===== config.mk =====
export PLATFORM = sky130hd
export DESIGN_NAME = dual_slope_pwm_timer16
export DESIGN_NICKNAME = d
export VERILOG_FILES = /design/src/design/timer_pwm_pkg.sv /design/src/design/timer_state_if.sv /design/src/design/dual_slope_counter.sv /design/src/design/waveform_output_unit.sv /design/src/design/dual_slope_pwm_timer16.sv
export VERILOG_INCLUDE_DIRS = /design/src /design/src/design
export SDC_FILE = /design/constraint.sdc
export NUM_CORES = 1
export LEC_CHECK = 0
export BUFFER_PORTS_ARGS = -buffer_cell sky130_fd_sc_hd__buf_2
export CELL_PAD_IN_SITES_DETAIL_PLACEMENT = 2
export CELL_PAD_IN_SITES_GLOBAL_PLACEMENT = 2
export CORE_ASPECT_RATIO = 0.7
export CORE_MARGIN = 5
export CORE_UTILIZATION = 38
export CTS_BUF_LIST = sky130_fd_sc_hd__clkbuf_8
export DETAILED_ROUTE_END_ITERATION = 12
export PLACE_DENSITY = 0.85
export SLEW_MARGIN = 20
export SYNTH_ARGS = -nofsm -noshare
export SYNTH_HDL_FRONTEND = slang
export SYNTH_SLANG_ARGS = --single-unit

===== constraint.sdc =====
create_clock -name core_clk_in -period 3 [get_ports core_clk_in]
set_clock_uncertainty 0.2 [all_clocks]
set_input_delay 0.6 -clock core_clk_in [delete_from_list [all_inputs] [get_ports core_clk_in]]
set_output_delay 0.6 -clock core_clk_in [all_outputs]
set_load 0.02 [all_outputs]

===== src/design/timer_pwm_map.svh =====
`ifndef TIMER_PWM_MAP_SVH
`define TIMER_PWM_MAP_SVH

// Register word addresses
`define ADDR_CONTROL_A 3'h0
`define ADDR_CONTROL_B 3'h1
`define ADDR_COUNT 3'h2
`define ADDR_COMPARE_A 3'h3
`define ADDR_COMPARE_B 3'h4
`define ADDR_CAPTURE 3'h5
`define ADDR_FLAGS 3'h6
`define ADDR_PIN_DIR 3'h7

// First control register fields
`define CA_BEH_A_HI 7
`define CA_BEH_A_LO 6
`define CA_BEH_B_HI 5
`define CA_BEH_B_LO 4
`define CA_FORCE_A 3
`define CA_FORCE_B 2
`define CA_MODE_HI 1
`define CA_MODE_LO 0

// Second control register fields
`define CB_MODE_HI 4
`define CB_MODE_LO 3
`define CB_CLKSEL_HI 2
`define CB_CLKSEL_LO 0

// Flag and pin direction bits
`define FLAG_OVERFLOW 0
`define FLAG_COMPARE_A 1
`define FLAG_COMPARE_B 2
`define FLAG_CAPTURE 3
`define PIN_DIR_A 0
`define PIN_DIR_B 1

// Reset values
`define CONTROL_A_RESET 8'h00
`define CONTROL_B_RESET 5'h00
`define VALUE16_RESET 16'h0000
`define FLAGS_RESET 4'h0
`define PIN_DIR_RESET 2'h0

// Counter end points
`define BOTTOM 16'h0000
`define TOP_8BIT 16'h00ff
`define TOP_9BIT 16'h01ff
`define TOP_10BIT 16'h03ff

// Waveform modes
`define MODE_PC_8BIT 4'h1
`define MODE_PC_9BIT 4'h2
`define MODE_PC_10BIT 4'h3
`define MODE_PFC_CAPTURE 4'h8
`define MODE_PFC_COMPARE 4'h9
`define MODE_PC_CAPTURE 4'ha
`define MODE_PC_COMPARE 4'hb
`define MODE_FAST_COMPARE 4'he

// Prescaler selects and terminal masks
`define CLKSEL_DIV1 3'h1
`define CLKSEL_DIV8 3'h2
`define CLKSEL_DIV64 3'h3
`define CLKSEL_DIV256 3'h4
`define CLKSEL_DIV1024 3'h5
`define PRESCALE_LAST_8 10'h007
`define PRESCALE_LAST_64 10'h03f
`define PRESCALE_LAST_256 10'h0ff
`define PRESCALE_LAST_1024 10'h3ff
`define PRESCALE_RESET 10'h000

`endif


===== src/design/timer_pwm_pkg.sv =====
package timer_pwm_pkg;

  // Counting direction of the dual-slope counter
  typedef enum logic {
    DIR_UP = 1'b0,
    DIR_DOWN = 1'b1
  } dir_t;

  // Output behaviour select encodings
  typedef enum logic [1:0] {
    BEH_DISCONNECT = 2'b00,
    BEH_TOGGLE = 2'b01,
    BEH_NONINV = 2'b10,
    BEH_INV = 2'b11
  } behaviour_t;

endpackage : timer_pwm_pkg


===== src/design/timer_state_if.sv =====
`timescale 1ns/100ps
`default_nettype none

interface timer_state_if;
  logic tick;
  logic dual_mode;
  logic load;
  logic [15:0] load_value;
  logic [15:0] top_value;
  logic [15:0] count;
  timer_pwm_pkg::dir_t count_dir;

  modport ctrl_end (output tick, output dual_mode, output load, output load_value, output top_value,
                    input count, input count_dir);
  modport counter_end (input tick, input dual_mode, input load, input load_value, input top_value,
                       output count, output count_dir);
  modport unit_end (input tick, input dual_mode, input top_value, input count, input count_dir);
endinterface : timer_state_if

`default_nettype wire


===== src/design/dual_slope_counter.sv =====
`timescale 1ns/100ps
`default_nettype none
`include "timer_pwm_map.svh"

module dual_slope_counter (
  input wire logic core_clk_in,
  input wire logic rst_n_in,
  timer_state_if.counter_end st
);

  // Up to TOP, one tick at TOP, then down to BOTTOM; software load wins over a tick
  always_ff @(posedge core_clk_in or negedge rst_n_in) begin
    if (!rst_n_in) begin
      st.count <= `VALUE16_RESET; // RULE22
      st.count_dir <= timer_pwm_pkg::DIR_UP;
    end else if (st.load) begin
      st.count <= st.load_value;
    end else if (st.tick && st.dual_mode) begin // RULE18
      case (st.count_dir)
        timer_pwm_pkg::DIR_UP: begin
          // A TOP below the count is missed; the count then wraps through full scale
          if (st.count == st.top_value) begin // RULE6 RULE7
            st.count_dir <= timer_pwm_pkg::DIR_DOWN;
            st.count <= st.count - 16'h0001;
          end else begin
            st.count <= st.count + 16'h0001; // RULE4
          end
        end
        default: begin
          if (st.count == `BOTTOM) begin // RULE4 RULE1
            st.count_dir <= timer_pwm_pkg::DIR_UP;
            st.count <= st.count + 16'h0001;
          end else begin
            st.count <= st.count - 16'h0001;
          end
        end
      endcase
    end
  end

endmodule : dual_slope_counter

`default_nettype wire


===== src/design/waveform_output_unit.sv =====
`timescale 1ns/100ps
`default_nettype none
`include "timer_pwm_map.svh"

module waveform_output_unit (
  input wire logic core_clk_in,
  input wire logic rst_n_in,
  timer_state_if.unit_end st,
  input wire logic [1:0] behaviour_in,
  input wire logic toggle_ok_in,
  input wire logic [15:0] compare_in,
  input wire logic force_in,
  output logic state_out
);

  logic match;
  logic eff_down;

  // Match only on a tick in a dual-slope mode
  assign match = st.tick && st.dual_mode && (st.count == compare_in); // RULE9
  // TOP counts as falling and BOTTOM as rising, so the extreme compare values hold steady
  assign eff_down = (st.count == st.top_value) ? 1'b1 :
                    (st.count == `BOTTOM) ? 1'b0 : (st.count_dir == timer_pwm_pkg::DIR_DOWN); // RULE2 RULE16

  // Output state register
  always_ff @(posedge core_clk_in or negedge rst_n_in) begin
    if (!rst_n_in) begin
      state_out <= 1'b0;
    end else if (match) begin
      case (behaviour_in)
        timer_pwm_pkg::BEH_TOGGLE: begin
          if (toggle_ok_in) begin
            state_out <= ~state_out; // RULE3 RULE17 RULE20
          end
        end
        timer_pwm_pkg::BEH_NONINV: begin
          state_out <= eff_down; // RULE5 RULE14
        end
        timer_pwm_pkg::BEH_INV: begin
          state_out <= ~eff_down; // RULE5 RULE14
        end
        default: begin
          state_out <= state_out;
        end
      endcase
    end else if (force_in && !st.dual_mode) begin
      // Forced match acts only outside PWM, with the non-PWM actions
      case (behaviour_in)
        timer_pwm_pkg::BEH_TOGGLE: state_out <= ~state_out;
        timer_pwm_pkg::BEH_NONINV: state_out <= 1'b0;
        timer_pwm_pkg::BEH_INV: state_out <= 1'b1;
        default: state_out <= state_out;
      endcase
    end
  end

endmodule : waveform_output_unit

`default_nettype wire


===== src/design/dual_slope_pwm_timer16.sv =====
// The register offsets and the plain strobed port are this design's own decisions.
`timescale 1ns/100ps
`default_nettype none
`include "timer_pwm_map.svh"

// Operation
// RULE1: Output period lasts two times divisor times TOP clocks; divisor 1,8,64,256,1024.
// RULE2: Phase correct: compare at BOTTOM holds low, at TOP holds high; inverted opposite.
// RULE3: Mode 11 with channel A behaviour 1 toggles output A at 50% duty.
// RULE4: Modes 8 and 9 count up from zero to TOP and back down repeatedly.
// RULE5: Non-inverting clears on up-count match, sets on down-count match; inverting reverses.
// RULE6: Mode 8 takes TOP from capture, mode 9 from compare A; TOP reverses direction.
// RULE7: The counter holds TOP for exactly one tick before counting down.
// RULE8: Software keeps the TOP register between 0x0003 and full scale.
// RULE9: A channel flag sets whenever the count equals its compare value.
// RULE10: Frequency correct mode sets overflow flag when compares reload at BOTTOM.
// RULE11: Compare A or capture flag sets at TOP when that register defines TOP.
// RULE12: Software keeps TOP at or above every compare value, else no match.
// RULE13: Compare reload at BOTTOM keeps both slopes equal even when TOP changes.
// RULE14: Behaviour 2 gives non-inverted waveform, behaviour 3 inverted.
// RULE15: Waveform reaches the pin only when its direction bit selects output.
// RULE16: Frequency correct: compare at BOTTOM keeps low, at TOP keeps high; inverted opposite.
// RULE17: Mode 9 with channel A behaviour 1 toggles output A at 50% duty.
// RULE18: Fully synchronous; counting and flags advance only on the tick enable.
// RULE19: Control A: behaviour A 7:6, B 5:4, force strobes 3 and 2, mode 1:0.
// RULE20: Behaviour 1 toggles A only in modes 9, 11 or 14; otherwise disconnected.
// RULE21: Low mode bits join the two high bits of control B into the mode.
// RULE22: Reset leaves counter at BOTTOM counting up, outputs disconnected, flags clear.
module dual_slope_pwm_timer16 (
  input wire logic core_clk_in,
  input wire logic rst_n_in,
  input wire logic [2:0] reg_addr_in,
  input wire logic [15:0] reg_wdata_in,
  input wire logic reg_write_in,
  input wire logic reg_read_in,
  output logic [15:0] reg_rdata_out,
  output logic waveform_out_a_out,
  output logic waveform_oe_a_out,
  output logic waveform_out_b_out,
  output logic waveform_oe_b_out
);

  localparam int CHANNELS = 2;
  // Reset images of both control registers, held as constants so their fields can be sliced
  localparam logic [7:0] CONTROL_A_INIT = `CONTROL_A_RESET;
  localparam logic [4:0] CONTROL_B_INIT = `CONTROL_B_RESET;

  // Software-visible registers
  logic [1:0] behaviour_a_q;
  logic [1:0] behaviour_b_q;
  logic [1:0] mode_low_q;
  logic [1:0] mode_high_q;
  logic [2:0] clock_select_q;
  logic [15:0] capture_top_q;
  logic [3:0] flags_q;
  logic [3:0] flags_d;
  logic [1:0] pin_direction_q;
  logic [15:0] rdata_q;

  // Per-channel compare storage
  logic [15:0] compare_buffer_q [CHANNELS];
  logic [15:0] compare_active_q [CHANNELS];
  logic [1:0] behaviour [CHANNELS];
  logic toggle_ok [CHANNELS];
  logic force_strobe [CHANNELS];
  logic wave_state [CHANNELS];
  logic connected [CHANNELS];
  logic [2:0] compare_addr [CHANNELS];

  // Mode decode
  logic [3:0] waveform_mode_select;
  logic phase_freq_mode;
  logic phase_mode;
  logic dual_mode;
  logic capture_is_top;
  logic compare_a_is_top;
  logic [15:0] top_value;

  // Prescaler
  logic [9:0] prescale_q;
  logic timer_tick_enable;

  // Event terms
  logic at_top;
  logic at_bottom;
  logic compare_update;
  logic [3:0] flag_set;
  logic [3:0] flag_clear;

  // Register strobes
  logic write_control_a;
  logic write_control_b;
  logic write_count;
  logic write_capture;
  logic write_flags;
  logic write_pin_dir;

  timer_state_if st ();

  // Address decode for writes
  always_comb begin
    write_control_a = 1'b0;
    write_control_b = 1'b0;
    write_count = 1'b0;
    write_capture = 1'b0;
    write_flags = 1'b0;
    write_pin_dir = 1'b0;
    if (!reg_write_in) begin
      write_control_a = 1'b0;
    end else if (reg_addr_in == `ADDR_CONTROL_A) begin
      write_control_a = 1'b1;
    end else if (reg_addr_in == `ADDR_CONTROL_B) begin
      write_control_b = 1'b1;
    end else if (reg_addr_in == `ADDR_COUNT) begin
      write_count = 1'b1;
    end else if (reg_addr_in == `ADDR_CAPTURE) begin
      write_capture = 1'b1;
    end else if (reg_addr_in == `ADDR_FLAGS) begin
      write_flags = 1'b1;
    end else if (reg_addr_in == `ADDR_PIN_DIR) begin
      write_pin_dir = 1'b1;
    end
  end

  // First control register; the force bits are strobes and are not stored
  always_ff @(posedge core_clk_in or negedge rst_n_in) begin
    if (!rst_n_in) begin
      behaviour_a_q <= CONTROL_A_INIT[`CA_BEH_A_HI:`CA_BEH_A_LO]; // RULE19 RULE22
      behaviour_b_q <= CONTROL_A_INIT[`CA_BEH_B_HI:`CA_BEH_B_LO];
      mode_low_q <= CONTROL_A_INIT[`CA_MODE_HI:`CA_MODE_LO];
    end else if (write_control_a) begin
      behaviour_a_q <= reg_wdata_in[`CA_BEH_A_HI:`CA_BEH_A_LO]; // RULE19
      behaviour_b_q <= reg_wdata_in[`CA_BEH_B_HI:`CA_BEH_B_LO];
      mode_low_q <= reg_wdata_in[`CA_MODE_HI:`CA_MODE_LO];
    end
  end

  // Force strobes last exactly the write cycle
  assign force_strobe[0] = write_control_a && reg_wdata_in[`CA_FORCE_A]; // RULE19
  assign force_strobe[1] = write_control_a && reg_wdata_in[`CA_FORCE_B];

  // Second control register: high mode bits and prescaler select
  always_ff @(posedge core_clk_in or negedge rst_n_in) begin
    if (!rst_n_in) begin
      mode_high_q <= CONTROL_B_INIT[`CB_MODE_HI:`CB_MODE_LO];
      clock_select_q <= CONTROL_B_INIT[`CB_CLKSEL_HI:`CB_CLKSEL_LO];
    end else if (write_control_b) begin
      mode_high_q <= reg_wdata_in[`CB_MODE_HI:`CB_MODE_LO];
      clock_select_q <= reg_wdata_in[`CB_CLKSEL_HI:`CB_CLKSEL_LO];
    end
  end

  // Capture register is not double buffered, so a TOP write takes effect at once
  always_ff @(posedge core_clk_in or negedge rst_n_in) begin
    if (!rst_n_in) begin
      capture_top_q <= `VALUE16_RESET;
    end else if (write_capture) begin
      capture_top_q <= reg_wdata_in; // RULE8
    end
  end

  // Pin direction bits
  always_ff @(posedge core_clk_in or negedge rst_n_in) begin
    if (!rst_n_in) begin
      pin_direction_q <= `PIN_DIR_RESET;
    end else if (write_pin_dir) begin
      pin_direction_q <= reg_wdata_in[1:0];
    end
  end

  // Four-bit mode from both control registers
  assign waveform_mode_select = {mode_high_q, mode_low_q}; // RULE21

  always_comb begin
    phase_freq_mode = 1'b0;
    phase_mode = 1'b0;
    capture_is_top = 1'b0;
    compare_a_is_top = 1'b0;
    top_value = `TOP_8BIT;
    case (waveform_mode_select)
      `MODE_PC_8BIT: begin
        phase_mode = 1'b1;
        top_value = `TOP_8BIT;
      end
      `MODE_PC_9BIT: begin
        phase_mode = 1'b1;
        top_value = `TOP_9BIT;
      end
      `MODE_PC_10BIT: begin
        phase_mode = 1'b1;
        top_value = `TOP_10BIT;
      end
      `MODE_PFC_CAPTURE: begin
        phase_freq_mode = 1'b1; // RULE4
        capture_is_top = 1'b1;
        top_value = capture_top_q; // RULE6
      end
      `MODE_PFC_COMPARE: begin
        phase_freq_mode = 1'b1; // RULE4
        compare_a_is_top = 1'b1;
        top_value = compare_active_q[0]; // RULE6
      end
      `MODE_PC_CAPTURE: begin
        phase_mode = 1'b1;
        capture_is_top = 1'b1;
        top_value = capture_top_q;
      end
      `MODE_PC_COMPARE: begin
        phase_mode = 1'b1;
        compare_a_is_top = 1'b1;
        top_value = compare_active_q[0];
      end
      default: begin
        top_value = `TOP_8BIT;
      end
    endcase
  end

  assign dual_mode = phase_freq_mode || phase_mode;

  // Free-running prescaler; a tick when the low bits of the divisor are all ones
  always_ff @(posedge core_clk_in or negedge rst_n_in) begin
    if (!rst_n_in) begin
      prescale_q <= `PRESCALE_RESET;
    end else begin
      prescale_q <= prescale_q + 10'h001;
    end
  end

  // Tick enable; selects other than the five divisors stop the timer
  always_comb begin
    case (clock_select_q)
      `CLKSEL_DIV1: timer_tick_enable = 1'b1; // RULE1
      `CLKSEL_DIV8: timer_tick_enable = (prescale_q & `PRESCALE_LAST_8) == `PRESCALE_LAST_8;
      `CLKSEL_DIV64: timer_tick_enable = (prescale_q & `PRESCALE_LAST_64) == `PRESCALE_LAST_64;
      `CLKSEL_DIV256: timer_tick_enable = (prescale_q & `PRESCALE_LAST_256) == `PRESCALE_LAST_256;
      `CLKSEL_DIV1024: timer_tick_enable = prescale_q == `PRESCALE_LAST_1024; // RULE1
      default: timer_tick_enable = 1'b0;
    endcase
  end

  // Shared counter state
  assign st.tick = timer_tick_enable; // RULE18
  assign st.dual_mode = dual_mode;
  assign st.load = write_count;
  assign st.load_value = reg_wdata_in;
  assign st.top_value = top_value;

  dual_slope_counter u_counter (
    .core_clk_in(core_clk_in),
    .rst_n_in(rst_n_in),
    .st(st.counter_end)
  );

  // End point events, only on a tick in a dual-slope mode
  assign at_top = timer_tick_enable && dual_mode && (st.count == top_value);
  assign at_bottom = timer_tick_enable && dual_mode && (st.count == `BOTTOM);
  // Frequency correct reloads at BOTTOM, phase correct at TOP
  assign compare_update = phase_freq_mode ? at_bottom : at_top; // RULE13

  assign toggle_ok[0] = (waveform_mode_select == `MODE_PFC_COMPARE) ||
                        (waveform_mode_select == `MODE_PC_COMPARE) ||
                        (waveform_mode_select == `MODE_FAST_COMPARE); // RULE20
  assign toggle_ok[1] = 1'b0; // RULE20
  assign behaviour[0] = behaviour_a_q;
  assign behaviour[1] = behaviour_b_q;
  assign compare_addr[0] = `ADDR_COMPARE_A;
  assign compare_addr[1] = `ADDR_COMPARE_B;

  // Per-channel double buffer, output unit and pin connection
  generate
    for (genvar ch = 0; ch < CHANNELS; ch++) begin : g_channel
      // Software always writes the buffer; the active copy follows at the update point
      always_ff @(posedge core_clk_in or negedge rst_n_in) begin
        if (!rst_n_in) begin
          compare_buffer_q[ch] <= `VALUE16_RESET;
        end else if (reg_write_in && (reg_addr_in == compare_addr[ch])) begin
          compare_buffer_q[ch] <= reg_wdata_in;
        end
      end

      // Outside the dual-slope modes the active copy tracks the buffer directly
      always_ff @(posedge core_clk_in or negedge rst_n_in) begin
        if (!rst_n_in) begin
          compare_active_q[ch] <= `VALUE16_RESET;
        end else if (!dual_mode || compare_update) begin
          compare_active_q[ch] <= compare_buffer_q[ch]; // RULE13
        end
      end

      waveform_output_unit u_unit (
        .core_clk_in(core_clk_in),
        .rst_n_in(rst_n_in),
        .st(st.unit_end),
        .behaviour_in(behaviour[ch]),
        .toggle_ok_in(toggle_ok[ch]),
        .compare_in(compare_active_q[ch]),
        .force_in(force_strobe[ch]),
        .state_out(wave_state[ch])
      );

      // A toggle select without the toggle option leaves the pin to the port
      assign connected[ch] = (behaviour[ch] != timer_pwm_pkg::BEH_DISCONNECT) &&
                             ((behaviour[ch] != timer_pwm_pkg::BEH_TOGGLE) || toggle_ok[ch]); // RULE20
    end
  endgenerate

  // Pin drive: waveform visible only with direction set to output
  assign waveform_out_a_out = wave_state[0];
  assign waveform_oe_a_out = connected[0] && pin_direction_q[`PIN_DIR_A]; // RULE15
  assign waveform_out_b_out = wave_state[1];
  assign waveform_oe_b_out = connected[1] && pin_direction_q[`PIN_DIR_B]; // RULE15

  // Flag events
  assign flag_set[`FLAG_OVERFLOW] = at_bottom; // RULE10
  assign flag_set[`FLAG_COMPARE_A] = timer_tick_enable && dual_mode && (st.count == compare_active_q[0]); // RULE9 RULE11
  assign flag_set[`FLAG_COMPARE_B] = timer_tick_enable && dual_mode && (st.count == compare_active_q[1]); // RULE9
  assign flag_set[`FLAG_CAPTURE] = at_top && capture_is_top; // RULE11
  assign flag_clear = write_flags ? reg_wdata_in[3:0] : 4'h0;

  // A set in the same cycle as a clear wins
  assign flags_d = (flags_q & ~flag_clear) | flag_set;

  always_ff @(posedge core_clk_in or negedge rst_n_in) begin
    if (!rst_n_in) begin
      flags_q <= `FLAGS_RESET; // RULE22
    end else begin
      flags_q <= flags_d;
    end
  end

  // Read data registered for the cycle after the strobe; unmapped reads give zero
  always_ff @(posedge core_clk_in or negedge rst_n_in) begin
    if (!rst_n_in) begin
      rdata_q <= `VALUE16_RESET;
    end else if (!reg_read_in) begin
      rdata_q <= `VALUE16_RESET;
    end else if (reg_addr_in == `ADDR_CONTROL_A) begin
      rdata_q <= {8'h00, behaviour_a_q, behaviour_b_q, 2'b00, mode_low_q}; // RULE19
    end else if (reg_addr_in == `ADDR_CONTROL_B) begin
      rdata_q <= {11'h000, mode_high_q, clock_select_q};
    end else if (reg_addr_in == `ADDR_COUNT) begin
      rdata_q <= st.count;
    end else if (reg_addr_in == `ADDR_COMPARE_A) begin
      rdata_q <= compare_buffer_q[0];
    end else if (reg_addr_in == `ADDR_COMPARE_B) begin
      rdata_q <= compare_buffer_q[1];
    end else if (reg_addr_in == `ADDR_CAPTURE) begin
      rdata_q <= capture_top_q;
    end else if (reg_addr_in == `ADDR_FLAGS) begin
      rdata_q <= {12'h000, flags_q};
    end else if (reg_addr_in == `ADDR_PIN_DIR) begin
      rdata_q <= {14'h0000, pin_direction_q};
    end else begin
      rdata_q <= `VALUE16_RESET;
    end
  end

  assign reg_rdata_out = rdata_q;

endmodule : dual_slope_pwm_timer16

`default_nettype wire


==> impl_metrics.yaml <==
setup_path:
  cp_slowest_cell: "dfrtp_2"
  crit_type: "flop to flop"
  path_max_fanout: 12
  worstPathCellList: "buf_12, mux2i_2, and3_4, a2111o_1, a2111oi_4, nand4_2, mux2_2, o21ai_4, buf_12, clkbuf_16, mux2_2"
  crit_path_end_kind: "flop"
  cp.buffers_inverters: 3
  cp_slowest_stage_delay_ns: 0.45
  critPathTopFamily: "multiplexers"
  crit_arrival_ns: 3.56
  r2r_setup_slack_ns: -0.38
  cp-start-kind: "flop"
  crit_required_ns: 3.18
power_and_ir_drop:
  p_leak_nw: 4.22
  ir_drop_v: 0.000484
  finalPower_mw: 7.94
  cellPowerDensity_nw_per_um2: 819
cells_and_area:
  finalNonFillerCells: 1134
  fin_nets: 881
  fill_cells: 2113
  final_area_um2: 9700
  synthToLayoutAreaGrowth_pct: 22.2
  layout-drive-gt1-share: 0.337
  diodes: 0
  final_common_cell: "dfrtp_1"
  mostFrequentLayoutCells: "141 x dfrtp_1, 94 x mux2_2, 78 x buf_4"
cts:
  h-tree-depth: 4
  clk_pin_slew_ns: 0.09
  cts_made_buffers: 17
  clock_sinks: 142
  clk-insertion-delay-late_ns: 0.49
  cts_root_buffer: "clkbuf_8"
  cts_buffer_depth: 2
  cts_tree: "done"
timing:
  max_slew_margin: 0.621
  finalSetupViolations: 48
  final_max_slew_viol_count: 0
  tightest_slew_ns: 0.569
  post-route-min-period_ns: 3.38
  final_hold_viol_count: 0
  fin_crit_sh: 1.13
  rsz0062_at_grt: "true"
  setup_slack_ns: -0.377
  fmax_ghz: 0.296
  fin_hold_ws_ns: 0.225
floorplan:
  initial_core_util: 0.385
  design.portCount: 43
  core_area_um2: 20600
  std_cell_rows: 44
  die_x_um: 183
  dieArea_um2: 23900
  die_h_um: 131
yosys:
  ys_warn_count: 0
  async_reset_ff_frac: 1.00
  ys_seq_area_frac: 0.448
  ys_seq_elements: 142
  synth-edff-count: 0
  netlist_instances: 747
  ys.flop_type: "dfrtp_1"
  avgSynthCellArea_um2: 10.6
  syn_nets: 783
  ys_types: 64
  synth_area_um2: 7940
routing:
  wl_per_cell_um: 28.6
  routed_wl_um: 32400
  via_per_inst: 6.00
  antenna_left: 0
  vias: 6805
  drc: 0
  drtPass1Iterations: 5
  drt_iter0_drc: 523
global_route:
  grt_max_degree: 66
  grt_first_pass_wirelength_um: 48500
  antenna_found_initial: 1
  grt-ovfl-total: 0
  grt_pass1_vias: 7593
  grt_util_all_layers: 0.273
status:
  outcome: "complete, but fails checks"
  violations: "setup timing"
placement:
  gp_congestion: 0.956
  dpl.hpwl_um: 23400
  port_buffers: 42
  placed_cell_area_um2: 8990
  placed_cells: 1093
run:
  max_cap_violations: 0
min_path:
  hp-class: "primary input to flop"
[cells by family after synthesis]
kind of cell | count (synthesis) | synth area share
compound gates | 123 | 0.104
xor+xnor | 50 | 0.0552
fa+ha+maj | 13 | 0.0205
buf+inv | 69 | 0.0372
flops | 142 | 0.448
mux | 143 | 0.199
simple gates | 207 | 0.136
[worst register-to-register path, cell delays in order (launching register included)]
cell	delay, ns
dfrtp_2	0.45
buf_12	0.17
mux2i_2	0.17
and3_4	0.19
a2111o_1	0.42
a2111oi_4	0.24
nand4_2	0.22
mux2_2	0.34
o21ai_4	0.19
buf_12	0.16
clkbuf_16	0.18
mux2_2	0.35
[metrics by stage]
| stage | setup TNS, ns | util | worst slack [ns] |
|---|---|---|---|
| CTS | -11.93 | 0.463 | -0.300 |
| detailed placement | -17.53 | 0.436 | -0.488 |
| floorplan | -0.00428 | - | -0.00428 |
| global route | -19.12 | 0.470 | -0.465 |
| global placement | -12.35 | 0.436 | -0.299 |
| finish | -14.00 | 0.470 | -0.377 |
[state kept, by name (all words and copies together) (netlist names), 3 cells and up]
name and flops:
clock_select_q 3, reg_rdata_out 16, compare_buffer_q 32, flags_q 4, u_counter.st.count 16, capture_top_q 16
compare_active_q 32, prescale_q 10
[cell usage after synthesis (3+ instances only)]
cell type    n  area (µm²)
nor2_1      53         199
a21boi_0     6        45.0
nand4_1      6        37.5
mux2i_1     43         430
o21ai_0     35         175
buf_4        3        22.5
nand2_1     34         128
nor4b_1      3        26.3
or3_1       12        75.1
a21oi_1     17        85.1
a31oi_1     13        81.3
nand3_1     19        95.1
buf_6        3        33.8
clkbuf_1    43         161
dfrtp_1    142        3550
nor3b_1      3        22.5
a211oi_1     3        22.5
mux2_2      96        1080
nor2b_1     12        75.1
xor2_1      38         333
xnor2_1     12         105
and2_1       5        31.3
a41oi_1      3        26.3
buf_1        5        18.8
o22a_1       7        61.3
a22oi_1     10        75.1
o211ai_1     3        22.5
nand2b_1     6        37.5
inv_1       13        48.8
nor3_1      15        75.1
nor4_1      12        75.1
ha_1        13         163
and3_1      14        87.6
[area by class of cell]
cell class	instances	area, µm²	share of cell area
clock buffers	19	262	0.0270
well taps	276	345	0.0356
clock inverters	13	186	0.0192
repair buffers	135	1060	0.110
multi-input cells	536	4240	0.437
inverters	13	48.8	0.00503
flip-flops and latches	142	3550	0.366
[path summary, 6_finish.rpt]
check / end / start / cells after the start
worst max-delay path: compare_active_q[22] / mode_low_q[0] / 11
worst min-delay path: compare_buffer_q[25] / reg_wdata_in[9] / 2
max in group asynchronous: u_counter.st.count[6] / rst_n_in / 3
worst min register to register: prescale_q[9] / prescale_q[9] / 1
worst max register to register: compare_active_q[22] / mode_low_q[0] / 11
min in group asynchronous: compare_buffer_q[5] / rst_n_in / 2
[routing by layer]
metal,vias to the layer above,track usage,share of wire
met2,221,0.451,0.47
li1,2888,-,-
met5,-,0,0.00040
met1,3646,0.367,0.46
met3,48,0.0634,0.056
met4,2,0.0670,0.014
[where the power goes]
part	leakage, nW	internal, mW	switching, mW
logic	2.26	1.41	1.63
registers	1.72	2.41	0.677
clock network	0.232	0.958	0.851
total	4.22	4.78	3.16
[repair_timing]
| action | 4_1_cts | 5_1_grt |
|---|---|---|
| endpoints found under the setup margin | 51 | 51 |
| buffers inserted | 3 | 3 |
| pin swaps | 3 | 6 |
| cloned | 0 | 2 |
| endpoints found under the hold margin | 40 | 0 |
| hold buffers | 1 | 0 |
| gates resized for setup | 21 | 11 |
Note: power is estimated with default switching activity, not from simulation.
